==> src/design/lcrb_defines.vh <==
// lcrb_defines.vh - register offsets, field positions, reset values of the lane config bank
// assumes: included by bare name from the lane config design files
`ifndef LCRB_DEFINES_VH
`define LCRB_DEFINES_VH

// wishbone word byte addresses (own choice of map)
`define LCRB_ADDR_LANE_A 8'h00
`define LCRB_ADDR_LANE_B 8'h04
`define LCRB_ADDR_GLOBAL 8'h08
`define LCRB_ADDR_CTRL0 8'h0c
`define LCRB_ADDR_STAT22 8'h10
`define LCRB_ADDR_PINS 8'h14

// lane register fields
`define LCRB_BIT_CTC 11
`define LCRB_BIT_MFSEL_HI 10
`define LCRB_BIT_MFSEL_LO 9
`define LCRB_BIT_LOS 8
`define LCRB_BIT_CFGHI 7
`define LCRB_BIT_CFGLO 6
`define LCRB_BIT_PREHI 5
`define LCRB_BIT_PRELO 4
`define LCRB_BIT_LOOP 3
`define LCRB_BIT_PRBS 2
`define LCRB_BIT_COMMA 1
`define LCRB_BIT_PWDN 0

// general control register 0 fields
`define LCRB_CTRL0_LOOP 14
`define LCRB_CTRL0_PWDN 11

// status register 22 fields
`define LCRB_STAT_LOS_A 0
`define LCRB_STAT_LOS_B 1
`define LCRB_STAT_PRBS_A 4
`define LCRB_STAT_PRBS_B 5

// multifunction select codes
`define LCRB_MF_IOSTD 2'h0
`define LCRB_MF_COMMA 2'h1
`define LCRB_MF_LOS 2'h2
`define LCRB_MF_PRBS 2'h3

// reset values
`define LCRB_LANE_RESET 12'h102
`define LCRB_GLOBAL_RESET 12'h102
`define LCRB_CTRL0_RESET 16'h0000
`define LCRB_WRITE_MASK 16'h0fff

`endif

==> src/design/lcrb_pin_sync.v <==
// lcrb_pin_sync.v - three-flop synchroniser for strap and status pins
// assumes: inputs are asynchronous to clk; output changes when stages two and three agree
`timescale 1ns/1ps
module lcrb_pin_sync #(
    parameter WIDTH = 1
) (
    // clock and reset
    input wire clk,
    input wire rst_b,
    // pins
    input wire [WIDTH-1:0] pinIn,
    output reg [WIDTH-1:0] pinOut
);

reg [WIDTH-1:0] stage1_r;
reg [WIDTH-1:0] stage2_r;
reg [WIDTH-1:0] stage3_r;

//////////////////////////////////////////////////////////////////////////////
// stage one feeds only stage two; the filtered value follows agreement
always @(posedge clk or negedge rst_b) begin
    if (!rst_b) begin
        stage1_r <= {WIDTH{1'b0}};
        stage2_r <= {WIDTH{1'b0}};
        stage3_r <= {WIDTH{1'b0}};
        pinOut <= {WIDTH{1'b0}};
    end else begin
        stage1_r <= pinIn;
        stage2_r <= stage1_r;
        stage3_r <= stage2_r;
        pinOut <= (stage2_r & stage3_r) | (pinOut & (stage2_r | stage3_r));
    end
end

endmodule // lcrb_pin_sync

==> src/design/lcrb_lane_reg.v <==
// lcrb_lane_reg.v - one lane configuration register with strap-guarded bits
// assumes: pins already synchronised; write strobe is a one-cycle pulse from the bus slave
`timescale 1ns/1ps
`include "lcrb_defines.vh"
module lcrb_lane_reg #(
    parameter HAS_LOOP_STRAP = 0
) (
    // clock and reset
    input wire clk,
    input wire rst_b,
    // write port
    input wire wrEn,
    input wire [15:0] wrData,
    input wire [1:0] wrSel,
    // strap pins guarding writes
    input wire strapCfgHigh,
    input wire strapCfgLow,
    input wire strapLoop,
    input wire strapPrbs,
    // stored and read-back values
    output reg [11:0] laneReg_r,
    output wire [15:0] readValue
);

wire [15:0] mergedWr;
wire [11:0] laneReg_nxt;
wire [11:0] pinForce;

// byte lanes merge into the stored value; upper nibble is never stored
assign mergedWr = {wrSel[1] ? wrData[15:8] : {4'h0, laneReg_r[11:8]},
                   wrSel[0] ? wrData[7:0] : laneReg_r[7:0]};

// pin-high bits are frozen: write keeps stored value
assign pinForce = {4'h0, strapCfgHigh, strapCfgLow, 2'h0,
                   (HAS_LOOP_STRAP != 0) & strapLoop, strapPrbs, 2'h0};
assign laneReg_nxt = (mergedWr[11:0] & ~pinForce) | (laneReg_r & pinForce);

//////////////////////////////////////////////////////////////////////////////
// storage; comma and los enables come out of reset set
always @(posedge clk or negedge rst_b) begin
    if (!rst_b) begin
        laneReg_r <= `LCRB_LANE_RESET;
    end else if (wrEn) begin
        laneReg_r <= laneReg_nxt;
    end
end

// reads show the pin OR so software sees the forced one
assign readValue = {4'h0, laneReg_r | pinForce};

endmodule // lcrb_lane_reg

==> src/design/lcrb_lane_config_bank.v <==
// lcrb_lane_config_bank.v - lane A/B configuration bank with wishbone slave
// assumes: classic wishbone master on clk; strap and status pins are asynchronous
`timescale 1ns/1ps
`include "lcrb_defines.vh"
module lcrb_lane_config_bank (
    // clock and reset
    input wire clk,
    input wire rst_b,
    // wishbone slave
    input wire wb_cyc_i,
    input wire wb_stb_i,
    input wire wb_we_i,
    input wire [7:0] wb_adr_i,
    input wire [3:0] wb_sel_i,
    input wire [31:0] wb_dat_i,
    output reg [31:0] wb_dat_o,
    output reg wb_ack_o,
    output reg wb_err_o,
    // strap and status pins
    input wire strapCfgHighPin,
    input wire strapCfgLowPin,
    input wire laneALoopbackStrap,
    input wire prbsTestStrap,
    input wire commaAlignEnablePin,
    input wire ioStandardHstl,
    input wire [1:0] commaDetected,
    input wire [7:0] signalLossStatus,
    // effective lane A controls
    output reg laneACtcEn_r,
    output reg laneALosEn_r,
    output reg [1:0] laneACfg_r,
    output reg [1:0] laneAPreemph_r,
    output reg laneALoopEn_r,
    output reg laneAPrbsEn_r,
    output reg laneACommaEn_r,
    output reg laneAPowerDown_r,
    output reg laneAMultifunctionOut_r,
    // effective lane B controls
    output reg laneBCtcEn_r,
    output reg laneBLosEn_r,
    output reg [1:0] laneBCfg_r,
    output reg [1:0] laneBPreemph_r,
    output reg laneBLoopEn_r,
    output reg laneBPrbsEn_r,
    output reg laneBCommaEn_r,
    output reg laneBPowerDown_r,
    output reg laneBMultifunctionOut_r
);

wire [4:0] pinSync;
wire strapCfgHigh;
wire strapCfgLow;
wire strapLoopA;
wire strapPrbs;
wire commaPin;
wire [7:0] statSync;
wire [1:0] commaSync;
wire ioStdSync;
wire [11:0] laneAReg;
wire [11:0] laneBReg;
wire [15:0] laneARead;
wire [15:0] laneBRead;
reg [11:0] globalReg_r;
reg [15:0] ctrl0Reg_r;
reg [31:0] rdData_nxt;
reg hit_nxt;
wire busReq;
wire wrLaneA;
wire wrLaneB;
wire [11:0] globalPinned;
wire [11:0] effA;
wire [11:0] effB;

// multifunction mux, shared by both lanes
function mfPick;
    input [1:0] sel;
    input ioStd;
    input comma;
    input signal_loss_status;
    input prbsPass;
    begin
        case (sel)
            `LCRB_MF_IOSTD: mfPick = ioStd;
            `LCRB_MF_COMMA: mfPick = comma;
            `LCRB_MF_LOS: mfPick = signal_loss_status;
            default: mfPick = prbsPass;
        endcase
    end
endfunction

// effective lane word: OR fields, AND for los and comma enables
function [11:0] laneEff;
    input [11:0] lane;
    input [11:0] glob;
    input comma;
    begin
        laneEff = lane | glob;
        laneEff[`LCRB_BIT_LOS] = lane[`LCRB_BIT_LOS] & glob[`LCRB_BIT_LOS];
        laneEff[`LCRB_BIT_COMMA] = lane[`LCRB_BIT_COMMA] & glob[`LCRB_BIT_COMMA] & comma;
    end
endfunction

//////////////////////////////////////////////////////////////////////////////
// pin synchronisers; pins are asynchronous to clk
lcrb_pin_sync #(.WIDTH(5)) uPinSync (
    .clk(clk),
    .rst_b(rst_b),
    .pinIn({strapCfgHighPin, strapCfgLowPin, laneALoopbackStrap, prbsTestStrap,
            commaAlignEnablePin}),
    .pinOut(pinSync)
);

lcrb_pin_sync #(.WIDTH(11)) uStatSync (
    .clk(clk),
    .rst_b(rst_b),
    .pinIn({ioStandardHstl, commaDetected, signalLossStatus}),
    .pinOut({ioStdSync, commaSync, statSync})
);

assign strapCfgHigh = pinSync[4];
assign strapCfgLow = pinSync[3];
assign strapLoopA = pinSync[2];
assign strapPrbs = pinSync[1];
assign commaPin = pinSync[0];

//////////////////////////////////////////////////////////////////////////////
// bus decode; one request is answered per ack cycle
assign busReq = wb_cyc_i & wb_stb_i & ~wb_ack_o & ~wb_err_o;
assign wrLaneA = busReq & wb_we_i & (wb_adr_i == `LCRB_ADDR_LANE_A);
assign wrLaneB = busReq & wb_we_i & (wb_adr_i == `LCRB_ADDR_LANE_B);

lcrb_lane_reg #(.HAS_LOOP_STRAP(1)) uLaneA (
    .clk(clk),
    .rst_b(rst_b),
    .wrEn(wrLaneA),
    .wrData(wb_dat_i[15:0]),
    .wrSel(wb_sel_i[1:0]),
    .strapCfgHigh(strapCfgHigh),
    .strapCfgLow(strapCfgLow),
    .strapLoop(strapLoopA),
    .strapPrbs(strapPrbs),
    .laneReg_r(laneAReg),
    .readValue(laneARead)
);

// lane B loopback has no strap guard
lcrb_lane_reg #(.HAS_LOOP_STRAP(0)) uLaneB (
    .clk(clk),
    .rst_b(rst_b),
    .wrEn(wrLaneB),
    .wrData(wb_dat_i[15:0]),
    .wrSel(wb_sel_i[1:0]),
    .strapCfgHigh(strapCfgHigh),
    .strapCfgLow(strapCfgLow),
    .strapLoop(1'b0),
    .strapPrbs(strapPrbs),
    .laneReg_r(laneBReg),
    .readValue(laneBRead)
);

//////////////////////////////////////////////////////////////////////////////
// global and control 0 registers: plain storage, masked to their widths
always @(posedge clk or negedge rst_b) begin
    if (!rst_b) begin
        globalReg_r <= `LCRB_GLOBAL_RESET;
        ctrl0Reg_r <= `LCRB_CTRL0_RESET;
    end else if (busReq & wb_we_i) begin
        if (wb_adr_i == `LCRB_ADDR_GLOBAL) begin
            if (wb_sel_i[0]) globalReg_r[7:0] <= wb_dat_i[7:0];
            if (wb_sel_i[1]) globalReg_r[11:8] <= wb_dat_i[11:8];
        end
        if (wb_adr_i == `LCRB_ADDR_CTRL0) begin
            if (wb_sel_i[0]) ctrl0Reg_r[7:0] <= wb_dat_i[7:0];
            if (wb_sel_i[1]) ctrl0Reg_r[15:8] <= wb_dat_i[15:8];
        end
    end
end

// strap pins OR into the config and prbs bits of every lane
assign globalPinned = globalReg_r | {4'h0, strapCfgHigh, strapCfgLow, 3'h0, strapPrbs, 2'h0};
assign effA = laneEff(laneAReg, globalPinned, commaPin);
assign effB = laneEff(laneBReg, globalPinned, commaPin);

//////////////////////////////////////////////////////////////////////////////
// read mux; unmapped addresses get an error instead of ack
always @* begin
    rdData_nxt = 32'h0000_0000;
    hit_nxt = 1'b1;
    case (wb_adr_i)
        `LCRB_ADDR_LANE_A: rdData_nxt = {16'h0000, laneARead};
        `LCRB_ADDR_LANE_B: rdData_nxt = {16'h0000, laneBRead};
        `LCRB_ADDR_GLOBAL: rdData_nxt = {20'h00000, globalReg_r};
        `LCRB_ADDR_CTRL0: rdData_nxt = {16'h0000, ctrl0Reg_r};
        `LCRB_ADDR_STAT22: rdData_nxt = {24'h000000, statSync};
        `LCRB_ADDR_PINS: rdData_nxt = {24'h000000, 3'h0, pinSync};
        default: hit_nxt = 1'b0;
    endcase
end

// single-wait-state answer: ack or err one edge after the request appears
always @(posedge clk or negedge rst_b) begin
    if (!rst_b) begin
        wb_ack_o <= 1'b0;
        wb_err_o <= 1'b0;
        wb_dat_o <= 32'h0000_0000;
    end else begin
        wb_ack_o <= busReq & hit_nxt;
        wb_err_o <= busReq & ~hit_nxt;
        wb_dat_o <= (busReq & hit_nxt & ~wb_we_i) ? rdData_nxt : 32'h0000_0000;
    end
end

//////////////////////////////////////////////////////////////////////////////
// effective controls registered so every output is a flop
always @(posedge clk or negedge rst_b) begin
    if (!rst_b) begin
        laneACtcEn_r <= 1'b0;
        laneALosEn_r <= 1'b0;
        laneACfg_r <= 2'h0;
        laneAPreemph_r <= 2'h0;
        laneALoopEn_r <= 1'b0;
        laneAPrbsEn_r <= 1'b0;
        laneACommaEn_r <= 1'b0;
        laneAPowerDown_r <= 1'b0;
        laneAMultifunctionOut_r <= 1'b0;
        laneBCtcEn_r <= 1'b0;
        laneBLosEn_r <= 1'b0;
        laneBCfg_r <= 2'h0;
        laneBPreemph_r <= 2'h0;
        laneBLoopEn_r <= 1'b0;
        laneBPrbsEn_r <= 1'b0;
        laneBCommaEn_r <= 1'b0;
        laneBPowerDown_r <= 1'b0;
        laneBMultifunctionOut_r <= 1'b0;
    end else begin
        laneACtcEn_r <= effA[`LCRB_BIT_CTC];
        laneALosEn_r <= effA[`LCRB_BIT_LOS];
        laneACfg_r <= effA[`LCRB_BIT_CFGHI:`LCRB_BIT_CFGLO];
        laneAPreemph_r <= effA[`LCRB_BIT_PREHI:`LCRB_BIT_PRELO];
        laneALoopEn_r <= effA[`LCRB_BIT_LOOP] | ctrl0Reg_r[`LCRB_CTRL0_LOOP];
        laneAPrbsEn_r <= effA[`LCRB_BIT_PRBS];
        laneACommaEn_r <= effA[`LCRB_BIT_COMMA];
        laneAPowerDown_r <= effA[`LCRB_BIT_PWDN] | ctrl0Reg_r[`LCRB_CTRL0_PWDN];
        laneAMultifunctionOut_r <= mfPick(effA[`LCRB_BIT_MFSEL_HI:`LCRB_BIT_MFSEL_LO],
            ioStdSync, commaSync[0], statSync[`LCRB_STAT_LOS_A],
            statSync[`LCRB_STAT_PRBS_A]);
        laneBCtcEn_r <= effB[`LCRB_BIT_CTC];
        laneBLosEn_r <= effB[`LCRB_BIT_LOS];
        laneBCfg_r <= effB[`LCRB_BIT_CFGHI:`LCRB_BIT_CFGLO];
        laneBPreemph_r <= effB[`LCRB_BIT_PREHI:`LCRB_BIT_PRELO];
        laneBLoopEn_r <= effB[`LCRB_BIT_LOOP] | ctrl0Reg_r[`LCRB_CTRL0_LOOP];
        laneBPrbsEn_r <= effB[`LCRB_BIT_PRBS];
        laneBCommaEn_r <= effB[`LCRB_BIT_COMMA];
        laneBPowerDown_r <= effB[`LCRB_BIT_PWDN] | ctrl0Reg_r[`LCRB_CTRL0_PWDN];
        laneBMultifunctionOut_r <= mfPick(effB[`LCRB_BIT_MFSEL_HI:`LCRB_BIT_MFSEL_LO],
            ioStdSync, commaSync[1], statSync[`LCRB_STAT_LOS_B],
            statSync[`LCRB_STAT_PRBS_B]);
    end
end

endmodule // lcrb_lane_config_bank

==> config.mk <==
export PLATFORM = sky130hd
export DESIGN_NAME = lcrb_lane_config_bank
export DESIGN_NICKNAME = d
export VERILOG_FILES = /design/src/design/lcrb_pin_sync.v /design/src/design/lcrb_lane_reg.v /design/src/design/lcrb_lane_config_bank.v
export VERILOG_INCLUDE_DIRS = /design/src /design/src/design
export SDC_FILE = /design/constraint.sdc
export NUM_CORES = 1
export LEC_CHECK = 0
export ABC_AREA = 1
export BUFFER_PORTS_ARGS = -buffer_cell sky130_fd_sc_hd__buf_2
export CAP_MARGIN = 20
export CORE_MARGIN = 2
export CORE_UTILIZATION = 54
export CTS_CLUSTER_DIAMETER = 30
export DETAILED_ROUTE_END_ITERATION = 7
export GPL_ROUTABILITY_DRIVEN = 0
export HOLD_SLACK_MARGIN = 0.08
export PLACE_DENSITY = 0.79
export SLEW_MARGIN = 20
export SYNTH_ARGS = -nofsm -noshare
export SYNTH_HDL_FRONTEND = slang
export SYNTH_SLANG_ARGS = --single-unit
==> constraint.sdc <==
create_clock -name clk -period 1.73 [get_ports clk]
set_input_delay 0.173 -clock clk [delete_from_list [all_inputs] [get_ports clk]]
set_output_delay 0.173 -clock clk [all_outputs]
set_load 0.005 [all_outputs]
; ---- Yosys cells after proc, flatten, opt, wreduce, memory -nomap -nowiden
; Cells that the tools add are included.
[word_totals]
input_bits = 65
regBits = 172
elab_cells = 105
[op_classes]
mux = 9
n_bitwise = 44
reduce_logical = 8
eq_ne = 9
[op_table]
columns = operator, n
row1 = one-hot mux 16 bit (6 select lines), 1
row2 = OR 12 bit, 4
row3 = OR 12 x 8 -> 12 bit, 3
row4 = two-way mux 32 bit, 1
row5 = AND 12 bit, 2
row6 = AND 12 x 8 -> 12 bit, 2
row7 = inverter 8 -> 12 bit, 2
row8 = AND 11 bit, 2
row9 = OR 11 bit, 2
row10 = "== test 8 x 4 -> 1 bit, second input constant", 2
row11 = "== test 8 x 5 -> 1 bit, second input constant", 2
row12 = two-way mux 8 bit, 2
row13 = AND 1 bit, 15
row14 = AND reduction 3 bit, 4
row15 = AND 5 bit, 2
row16 = OR 5 bit, 2
row17 = "== test 8 x 3 -> 1 bit, second input constant", 1
row18 = zero test 8 bit, 1
row19 = two-way mux 4 bit, 2
row20 = one-hot mux 1 bit (3 select lines), 2
row21 = OR reduction 6 bit, 1
row22 = "== test 2 x 1 -> 1 bit, second input constant", 2
row23 = "== test 2 bit, second input constant", 2
row24 = zero test 2 bit, 2
row25 = other kinds (3), 9

; ---- Longest topological paths before layout
; Gate-level depths: netlist of run 1.
[logic_depth]
depth_word = 6
ltp_mapped = 9
mapped_depth_nobuf = 9

; ---- Hierarchy
; Synthesis of run 1 repeated with hierarchy kept, for this count alone.
[unflattened]
hier_cells = 710
area_unflattened_um2 = 6570.1
[modules_own_cells]
columns = mod, cells_each, n_inst, area_each_um2
row1 = lcrb_lane_config_bank, 428, 1, 3392.0
row2 = lcrb_pin_sync at uStatSync, 88, 1, 1280.0
row3 = lcrb_lane_reg at uLaneB, 76, 1, 659.4
row4 = lcrb_lane_reg at uLaneA, 78, 1, 656.9
row5 = lcrb_pin_sync at uPinSync, 40, 1, 581.8

; ---- Worst setup path after synthesis of run 1
; OpenSTA, ideal clock, no wires.
[synth_timing]
kind = register to register
from = register wb_ack_o
to = register globalReg_r[6]
path_stages_with_launch = 8
setup_ns = 0.126
setup_slack_ns = 0.303
arrival_ns = 1.301
t_required_ns = 1.604
path_buffers = 1
path_cell_list = dfrtp_1 -> nor3_4 -> nand2_2 -> nor2_4 -> nand2_2 -> buf_6 -> nand2_1 -> o21ai_0
[synth_via]
elab_chain_cells = 5
[synth_rtl]
columns = element, line_no
row1 = from (decl), lcrb_lane_config_bank.v:17  ; output reg wb_ack_o,
row2 = from (signal assigned), lcrb_lane_config_bank.v:207  ; wb_ack_o <= busReq & hit_nxt;
row3 = inverter 1 bit, lcrb_lane_config_bank.v:128  ; assign busReq = wb_cyc_i & wb_stb_i & ~wb_ack_o & ~wb_err_o;
row4 = AND 1 bit (2 in a row), lcrb_lane_config_bank.v:128
row5 = AND 1 bit, lcrb_lane_config_bank.v:167  ; end else if (busReq & wb_we_i) begin
row6 = AND reduction 3 bit (no source line), -
row7 = to (signal assigned), lcrb_lane_config_bank.v:165  ; globalReg_r <= `LCRB_GLOBAL_RESET;
row8 = to (signal assigned), lcrb_lane_config_bank.v:169  ; if (wb_sel_i[0]) globalReg_r[7:0] <= wb_dat_i[7:0];
row9 = to (decl), lcrb_lane_config_bank.v:63  ; reg [11:0] globalReg_r;
; Every way passes these cells.
; A chain may end at the register's enable or synchronous reset.

; ---- Worst setup path after layout of run 1
[layout_timing]
from = register wb_ack_o
to = register globalReg_r[11]
; Same word-level chain as after synthesis.

==> impl_metrics.env, run 1 <==
export IMPL_finalHoldViolCount=0
export IMPL_final_cells=885
export IMPL_grt_ovfl_total=0
export IMPL_clock_fmax_mhz=602
export IMPL_area_growth_pct=27.7
export IMPL_grt_antenna_before_repair=0
export IMPL_post_place_cells=813
export IMPL_seq_area_frac_synth_pct=64.7
export IMPL_synth_common_cells="150 x dfrtp_1, 141 x nand2_1, 63 x nand3_1, 50 x inv_1, 44 x nor2_1"
export IMPL_place_hpwl_um=8280
export IMPL_numCtsBuffers=17
export IMPL_p_leak_nw=3.96
export IMPL_use_met2_pct=37.8
export IMPL_synth_top_area_cell="dfrtp_1"
export IMPL_via_per_inst=5.20
export IMPL_syn_area_um2=6050
export IMPL_fp_dieArea_um2=12100
export IMPL_start_util_pct=55.6
export IMPL_async_reset_ff_share_pct=100
export IMPL_synth_main_ff_cell="dfrtp_1"
export IMPL_multi_input_area_um2=1830
export IMPL_die_width_um=110
export IMPL_core_um2=10900
export IMPL_worst_ep_arrival_time_ns=2.09
export IMPL_grt_pass1_wl_um=20700
export IMPL_slew_viol_final=0
export IMPL_io_pins=121
export IMPL_fin_crit_ns=1.66
export IMPL_insertion_delay_ns=0.53
export IMPL_irDropWorstVdd_uv=769
export IMPL_post_route_period_util_pct=96.0
export IMPL_io_buffers=86
export IMPL_yosys_cell_count_top_type="dfrtp_1"
export IMPL_ant_nets=0
export IMPL_finalSetupViolations=0
export IMPL_fin_skew_ns=0.00523
export IMPL_yosysWarnings=0
export IMPL_gr_usage_met1_pct=28.9
export IMPL_wl_um=13100
export IMPL_setup_slack_ns=0.0695
export IMPL_met3_usage_pct=5.99
export IMPL_top_usage_layer="met2"
export IMPL_ys_types=25
export IMPL_htreeDepth=4
export IMPL_max_cap_violations=0
export IMPL_clockBufferDepth=2
export IMPL_num_vias=4604
export IMPL_fp_dieH_um=110
export IMPL_nets=797
export IMPL_synth_edf_count=0
export IMPL_slowest_delay_ns=0.41
export IMPL_rows=38
export IMPL_crit_fanout=8
export IMPL_crit_path_cell_trace="nor3_4 -> nand2_4 -> nor2_4 -> nand2_2 -> o21ai_0"
export IMPL_synth_top_area_share_pct=62.0
export IMPL_drc=0
export IMPL_clk_pin_slew_ns=0.06
export IMPL_slowest_stage="dfrtp_1"
export IMPL_p_per_area_nw_per_um2=1090
export IMPL_avgRoutedWirePerCell_um=14.8
export IMPL_worstSetupStartpointType="flip-flop"
export IMPL_grt_max_degree=57
export IMPL_netlist_instances=585
export IMPL_layout_area_seq_um2=3910
export IMPL_drive_gt1_share_pct=24.4
export IMPL_crit_required_ns=2.16
export IMPL_grt_pass1_vias=4446
export IMPL_worstSetupPathType="flip-flop to flip-flop"
export IMPL_worstSetupEndpointType="flip-flop"
export IMPL_post_place_ws_ns=0.0945
export IMPL_cts_root_buf="clkbuf_8"
export IMPL_status="completed"
export IMPL_fillers=758
export IMPL_drtIter0Drc=340
export IMPL_cts_sinks=156
export IMPL_num_antenna_cells=0
export IMPL_synth_area_leaders="dfrtp_1 62%, nand2_1 8.7%, nand3_1 5.2%, inv_1 3.1%, nor2_1 2.7%"
export IMPL_hold_slack_ns=0.116
export IMPL_avgSynthCellArea_um2=10.3
export IMPL_firstDrtPassIters=7
export IMPL_tritoncts="yes"
export IMPL_hold_class="input port to flip-flop"
export IMPL_post_route_util_pct=70.9
export IMPL_grt_total_usage_pct=22.9
export IMPL_ys_ff_latch=156
-- final cells by class --
class	count	share of cell area, %
flip-flops and latches	156	50.6
multi-input cells	365	23.7
repair buffers	141	12.4
clock buffers	18	5.41
clock inverters	14	3.11
inverters	51	2.48
well taps	140	2.27
-- worst max-delay path, delay by kind of cell, from the launching register on --
kind	cells	cell delay [ns]
and+or+nand+nor	4	0.92
AOI/OAI and AO/OA	1	0.24
DFF	1	0.41
-- registers in the layout (all words and copies together), names as in the netlist, 2 cells and up, named ones only --
| signal | count |
|---|---|
| uStatSync.stage2_r | 11 |
| wb_dat_o | 16 |
| uPinSync.stage1_r | 5 |
| laneAPreemph_r | 2 |
| uPinSync.pinOut | 5 |
| uPinSync.stage3_r | 5 |
| laneACfg_r | 2 |
| uLaneA.laneReg_r | 8 |
| ctrl0Reg_r | 16 |
| uPinSync.stage2_r | 5 |
| laneBPreemph_r | 2 |
| globalReg_r | 12 |
| uStatSync.stage3_r | 11 |
| uLaneB.laneReg_r | 9 |
| uStatSync.pinOut | 11 |
| laneBCfg_r | 2 |
| uStatSync.stage1_r | 11 |
-- layout by cell type (no fill, tap or decap), types with 6 or more instances in the layout --
cell type        n
nand4_1          9
o21ai_2         12
nand2_1        137
a21oi_1          6
buf_4           16
dfstp_2          6
o21ai_0         33
conb_1          16
nor2_1          42
bufinv_16        6
nand3_1         63
maj3_1          16
dlygate4sd3_1   38
inv_1           50
buf_2           85
nand2_2          7
clkbuf_16       16
dfrtp_1        150
-- worst paths after layout --
path | from | end | slack, ns | cells past startpoint
max | wb_ack_o | globalReg_r[11] | 0.07 | 5
min | wb_sel_i[0] | flip-flop | 0.12 | 4
max reg2reg | wb_ack_o | globalReg_r[11] | 0.07 | 5
min reg2reg | uPinSync.stage1_r[0] | uPinSync.stage2_r[0] | 0.35 | 0
max in group asynchronous | rst_b | globalReg_r[1] | 0.93 | 3
min in group asynchronous | rst_b | laneAPrbsEn_r | 0.13 | 2
-- stage by stage --
step | area [um2] | power (W) | TNS [ns]
CTS | 7680 | 0.00842 | 0
finish | 7720 | 0.00838 | 0
global placement | 6640 | 0.00426 | 0
detailed placement | 6640 | 0.00427 | 0
floorplan | 6110 | 0.00407 | 0
global route | 7720 | 0.00866 | -0.0197
-- per-layer routing --
metal | routed length, um | share of wire (%)
met2 | 6510 | 50
met1 | 5300 | 41
met3 | 903 | 6.9
met5 | 0 | 0
met4 | 358 | 2.7
-- cells by family (layout without fill, tap and decap cells) --
kind of cell	after synthesis	in the layout	share of synthesized area (%)
other cells	1	16	0.0620
compound gates	51	51	4.96
buf+inv	79	224	6.49
fa+ha+maj	16	16	2.65
simple gates	282	282	21.2
flops	156	156	64.7
-- power breakdown --
| part | switching [W] | total, W | internal [W] |
|---|---|---|---|
| Combinational | 0.000241 | 0.000427 | 0.000186 |
| Clock | 0.00146 | 0.00410 | 0.00264 |
| Sequential | 0.0000782 | 0.00385 | 0.00378 |
-- repair_timing --
action	4_1_cts	5_1_grt
gates resized for setup	0	8
hold buffers	38	0
endpoints found under the setup margin	0	24
setup buffers	0	2
endpoints found under the hold margin	220	0
No activity file was read; power rests on OpenSTA's default activity.
==> inputs of run 2 (changes only) <==
--- a/config.mk
+++ b/config.mk
@@ -16,6 +16,7 @@
 export GPL_ROUTABILITY_DRIVEN = 0
 export HOLD_SLACK_MARGIN = 0.08
 export PLACE_DENSITY = 0.79
+export REMOVE_ABC_BUFFERS = 1
 export SLEW_MARGIN = 20
 export SYNTH_ARGS = -nofsm -noshare
 export SYNTH_HDL_FRONTEND = slang
==> impl_metrics.env, run 2 (synthesized netlist as in run 1, its figures left out) <==
export IMPL_worstReg2RegStart="wb_ack_o"
export IMPL_post_route_period_util_pct=96.8
export IMPL_cp_common_cell="nand2_1"
export IMPL_final_area_um2=7760
export IMPL_layout_area_seq_um2=3910
export IMPL_cp_depth=6
export IMPL_path_buf_inv=0
export IMPL_slowest_delay_ns=0.40
export IMPL_htreeDepth=4
export IMPL_post_place_cells=816
export IMPL_wl_um=12900
export IMPL_irDropWorstVdd_uv=745
export IMPL_p_per_area_nw_per_um2=1090
export IMPL_finalSetupViolations=0
export IMPL_fin_crit_ns=1.68
export IMPL_rsz0062_at_grt="true"
export IMPL_num_vias=4492
export IMPL_via_per_inst=5.07
export IMPL_worstRegToRegCells=6
export IMPL_grt_antenna_before_repair=0
export IMPL_drive_gt1_share_pct=23.9
export IMPL_worstSetupStartpointType="flip-flop"
export IMPL_grt_max_degree=54
export IMPL_post_route_util_pct=71.3
export IMPL_fp_dieH_um=110
export IMPL_place_hpwl_um=8430
export IMPL_hold_class="input port to flip-flop"
export IMPL_fillers=735
export IMPL_mostFrequentLayoutCells="150 x dfrtp_1, 141 x nand2_1, 85 x buf_2"
export IMPL_grt_pass1_wl_um=21100
export IMPL_fp_dieArea_um2=12100
export IMPL_worst_ep_arrival_time_ns=2.06
export IMPL_drtIter0Drc=369
export IMPL_finalHoldViolCount=0
export IMPL_area_growth_pct=28.3
export IMPL_reg_largest_list="ctrl0Reg_r: 16 flops, wb_dat_o: 16 flops, globalReg_r: 12 flops"
export IMPL_p_leak_nw=3.96
export IMPL_insertion_delay_ns=0.52
export IMPL_io_buffers=86
export IMPL_drc=0
export IMPL_clock_fmax_mhz=597
export IMPL_min_path_cells=4
export IMPL_ant_nets=0
export IMPL_grt_ovfl_total=0
export IMPL_rows=38
export IMPL_crit_path_cell_trace="nor3_4 -> nand2_2 -> nor2_4 -> nand2_1 -> nand2_1 -> o21ai_0"
export IMPL_core_um2=10900
export IMPL_final_cells=886
export IMPL_cp_top_family="simple AND/OR/NAND/NOR gates"
export IMPL_cts_sinks=156
export IMPL_clockBufferDepth=2
export IMPL_io_pins=121
export IMPL_clk_pin_slew_ns=0.06
export IMPL_crit_required_ns=2.11
export IMPL_fin_skew_ns=0.00644
export IMPL_slew_viol_final=0
export IMPL_tritoncts="yes"
export IMPL_avgRoutedWirePerCell_um=14.5
export IMPL_worstSetupEndpointType="flip-flop"
export IMPL_multi_input_area_um2=1810
export IMPL_start_util_pct=55.6
export IMPL_grt_pass1_vias=4403
export IMPL_max_cap_violations=0
export IMPL_die_width_um=110
export IMPL_crit_fanout=8
export IMPL_startpoint="wb_ack_o"
export IMPL_min_from="wb_sel_i[0]"
export IMPL_status="completed"
export IMPL_cts_root_buf="clkbuf_8"
export IMPL_dpl_cell_area_um2=6690
export IMPL_fin_tns_setup_ns=0
export IMPL_worstSetupPathType="flip-flop to flip-flop"
export IMPL_nets=798
export IMPL_num_antenna_cells=0
export IMPL_firstDrtPassIters=6
export IMPL_slowest_stage="dfrtp_1"
export IMPL_final_common_cell="dfrtp_1"
export IMPL_setup_slack_ns=0.0546
export IMPL_post_place_ws_ns=0.136
export IMPL_numCtsBuffers=17
export IMPL_grt_total_usage_pct=23.4
==> run 2: cell count changes in the layout (fill, tap and decap cells not counted), moves of 2 or more <==
cell / before / now
nand2_4: 4 / 2
buf_12: 1 / 3
clkbuf_8: 1 / 5
nand2_2: 7 / 5
nand2_1: 137 / 141
inv_6: 2 / 0
==> run 2: final cells by class <==
class,instances,share of cell area (%)
tap,140,2.26
sequential,156,50.4
clock buffer,22,6.10
timing repair buffer,142,12.8
clock inverter,10,2.69
multi-input combinational,365,23.3
inverter,51,2.47
==> run 2: tightest hold or removal path, delay by kind of cell <==
family	cells	cell delay, ns
buffers and inverters	2	0.28
and+or+nand+nor	2	0.15
==> run 2: routing by layer <==
layer | vias up | GRT usage [%] | part of all wire [%]
met5 | - | 0 | 0
met4 | 0 | 10.9 | 3.4
met3 | 41 | 5.75 | 6.7
met2 | 196 | 38.0 | 49
met1 | 2113 | 29.6 | 41
li1 | 2142 | - | -
==> run 2: stage by stage <==
step,hold WS (ns),power (W)
after floorplan,-0.123,0.00404
after global placement,0.151,0.00426
after detailed placement,0.161,0.00428
after CTS,0.0937,0.00851
after global routing,0.138,0.00875
final,0.120,0.00846
==> run 2: power breakdown <==
part	switching (W)	total [W]	internal, W
registers	0.0000763	0.00385	0.00378
clock network	0.00138	0.00417	0.00279
logic	0.000242	0.000433	0.000190
==> run 2: worst paths after layout <==
kind	to	slack (ns)
max in group asynchronous	uLaneB.laneReg_r[1]	0.90
setup / recovery	uLaneA.laneReg_r[10]	0.05
setup reg to reg	uLaneA.laneReg_r[10]	0.05
min in group asynchronous	uPinSync.pinOut[2]	0.18
hold reg to reg	uPinSync.stage2_r[2]	0.34
hold / removal	flip-flop	0.12
==> run 2: what timing repair did <==
item,in CTS,in global routing
hold buffers,38,0
setup buffers,0,0
setup endpoints to repair,0,15
gates resized for setup,0,1
endpoints found under the hold margin,220,0
==> inputs of run 3 (changes only) <==
==> constraint.sdc (replaced) <==
create_clock -name clk -period 1.9 [get_ports clk]
set_input_delay 0.19 -clock clk [delete_from_list [all_inputs] [get_ports clk]]
set_output_delay 0.19 -clock clk [all_outputs]
set_load 0.005 [all_outputs]
==> impl_metrics.env, run 3 (synthesized netlist as in run 1, its figures left out) <==
export IMPL_r2r_slack_ns=0.14
export IMPL_slew_viol_final=0
export IMPL_avgRoutedWirePerCell_um=14.6
export IMPL_crit_required_ns=2.36
export IMPL_min_path_cells=4
export IMPL_fp_dieH_um=110
export IMPL_io_buffers=86
export IMPL_numCtsBuffers=17
export IMPL_dpl_cell_area_um2=6650
export IMPL_finalSetupViolations=0
export IMPL_wl_um=13000
export IMPL_grt_antenna_before_repair=0
export IMPL_hold_class="input port to flip-flop"
export IMPL_worst_ep_arrival_time_ns=2.26
export IMPL_final_cells=892
export IMPL_post_place_cells=812
export IMPL_path_buf_inv=4
export IMPL_grt_pass1_vias=4482
export IMPL_max_cap_violations=0
export IMPL_drive_gt1_share_pct=23.1
export IMPL_mostFrequentLayoutCells="150 x dfrtp_1, 141 x nand2_1, 85 x buf_2"
export IMPL_io_pins=121
export IMPL_clock_fmax_mhz=554
export IMPL_irDropWorstVdd_uv=567
export IMPL_tritoncts="yes"
export IMPL_grt_total_usage_pct=23.2
export IMPL_worstReg2RegStart="wb_err_o"
export IMPL_clk_pin_slew_ns=0.06
export IMPL_drc=0
export IMPL_grt_pass1_wl_um=21000
export IMPL_cts_root_buf="clkbuf_8"
export IMPL_p_leak_nw=3.90
export IMPL_timing_slew_headroom_pct=66.2
export IMPL_worstSetupPathType="input port to flip-flop"
export IMPL_p_int_w=0.00555
export IMPL_nets=804
export IMPL_rr_endpoint="ctrl0Reg_r[14]"
export IMPL_fin_tns_setup_ns=0
export IMPL_crit_fanout=4
export IMPL_crit_path_cell_trace="dlygate4sd3_1 -> buf_2 -> nor2_4 -> dlygate4sd3_1 -> nand2_1 -> nor2_1 -> dlygate4sd3_1"
export IMPL_switching_share_pct=21.5
export IMPL_seqPwrFrac_pct=49.7
export IMPL_via_per_inst=5.15
export IMPL_rsz0062_at_grt="false"
export IMPL_die_width_um=110
export IMPL_rows=38
export IMPL_cp_common_cell="dlygate4sd3_1"
export IMPL_grt_ovfl_total=0
export IMPL_tightest_slew_ns=0.505
export IMPL_worstSetupEndpointType="flip-flop"
export IMPL_clkPwrFrac_pct=44.7
export IMPL_slowest_delay_ns=0.59
export IMPL_post_route_period_util_pct=95.0
export IMPL_slowest_stage="dlygate4sd3_1"
export IMPL_power_switching_w=0.00152
export IMPL_min_to="wb_dat_o[2]"
export IMPL_final_common_cell="dfrtp_1"
export IMPL_fin_skew_ns=0.00666
export IMPL_clockBufferDepth=2
export IMPL_status="completed"
export IMPL_final_area_um2=7680
export IMPL_core_um2=10900
export IMPL_num_antenna_cells=0
export IMPL_area_growth_pct=26.9
export IMPL_fin_crit_ns=1.81
export IMPL_htreeDepth=4
export IMPL_fin_total_pwr_w=0.00706
export IMPL_insertion_delay_ns=0.52
export IMPL_fp_dieArea_um2=12100
export IMPL_cp_top_family="buffers and inverters"
export IMPL_place_hpwl_um=8480
export IMPL_post_route_util_pct=70.5
export IMPL_start_util_pct=55.6
export IMPL_cts_sinks=156
export IMPL_firstDrtPassIters=6
export IMPL_min_from="wb_adr_i[1]"
export IMPL_worstRegToRegCells=6
export IMPL_ant_nets=0
export IMPL_p_comb_share_pct=5.6
export IMPL_reg_largest_list="ctrl0Reg_r: 16 flops, wb_dat_o: 16 flops, globalReg_r: 12 flops"
export IMPL_p_per_area_nw_per_um2=920
export IMPL_finalHoldViolCount=0
export IMPL_num_vias=4590
export IMPL_grt_max_degree=53
export IMPL_drtIter0Drc=296
export IMPL_worstSetupStartpointType="input port"
==> run 3: what timing repair did <==
item,4_1_cts,5_1_grt
hold endpoints to repair,222,0
gates resized for setup,0,1
endpoints found under the setup margin,0,4
hold buffers,43,0
setup buffers,0,5
==> run 3: layout make-up <==
type	instances	area, um2
tap	140	175
multi-input combinational	365	1810
sequential	156	3910
timing repair buffer	148	1030
fill	753	3210
inverter	51	191
clock inverter	7	90.1
clock buffer	25	464
==> run 3: metrics by stage <==
| step | hold WS [ns] | setup WS (ns) |
|---|---|---|
| floorplan | -0.106 | -0.137 |
| global placement | 0.156 | 0.325 |
| detailed placement | 0.163 | 0.209 |
| CTS | 0.0865 | 0.0491 |
| global route | 0.140 | 0.0267 |
| finish | 0.132 | 0.0949 |
==> run 3: per-layer routing <==
metal / vias to the layer above / part of all wire (%) / GRT usage [%] / wire, um
li1: 2149 / - / - / -
met1: 2219 / 41 / 29.3 / 5380
met2: 191 / 50 / 38.2 / 6540
met3: 31 / 6.0 / 5.51 / 775
met4: 0 / 2.2 / 10.4 / 284
met5: - / 0 / 0 / 0
==> run 3: tightest hold or removal path: stages <==
cell and delay [ns]:
buf_2 0.11, nor2_4 0.05, nand4_2 0.19, a21oi_1 0.07
==> run 3: power groups by stage <==
stage          clock network (W)  registers, W  logic, W
6_report                 0.00316       0.00351  0.000394
5_1_grt                  0.00339       0.00352  0.000445
4_1_cts                  0.00320       0.00351  0.000391
3_5_place_dp                   0       0.00357  0.000329
3_3_place_gp                   0       0.00356  0.000316
2_1_floorplan                  0       0.00355  0.000129
==> run 3: worst max-delay path by stage <==
stage | start | endpoint | slack (ns) | cells past startpoint
global placement | wb_adr_i[5] | wb_dat_o[0] | 0.33 | 9
floorplan | wb_adr_i[6] | flip-flop | -0.14 | 8
detailed placement | wb_ack_o | flip-flop | 0.21 | 6
global route | wb_adr_i[0] | wb_ack_o | 0.03 | 7
CTS | wb_ack_o | ctrl0Reg_r[12] | 0.05 | 6
finish | wb_adr_i[0] | wb_ack_o | 0.09 | 7
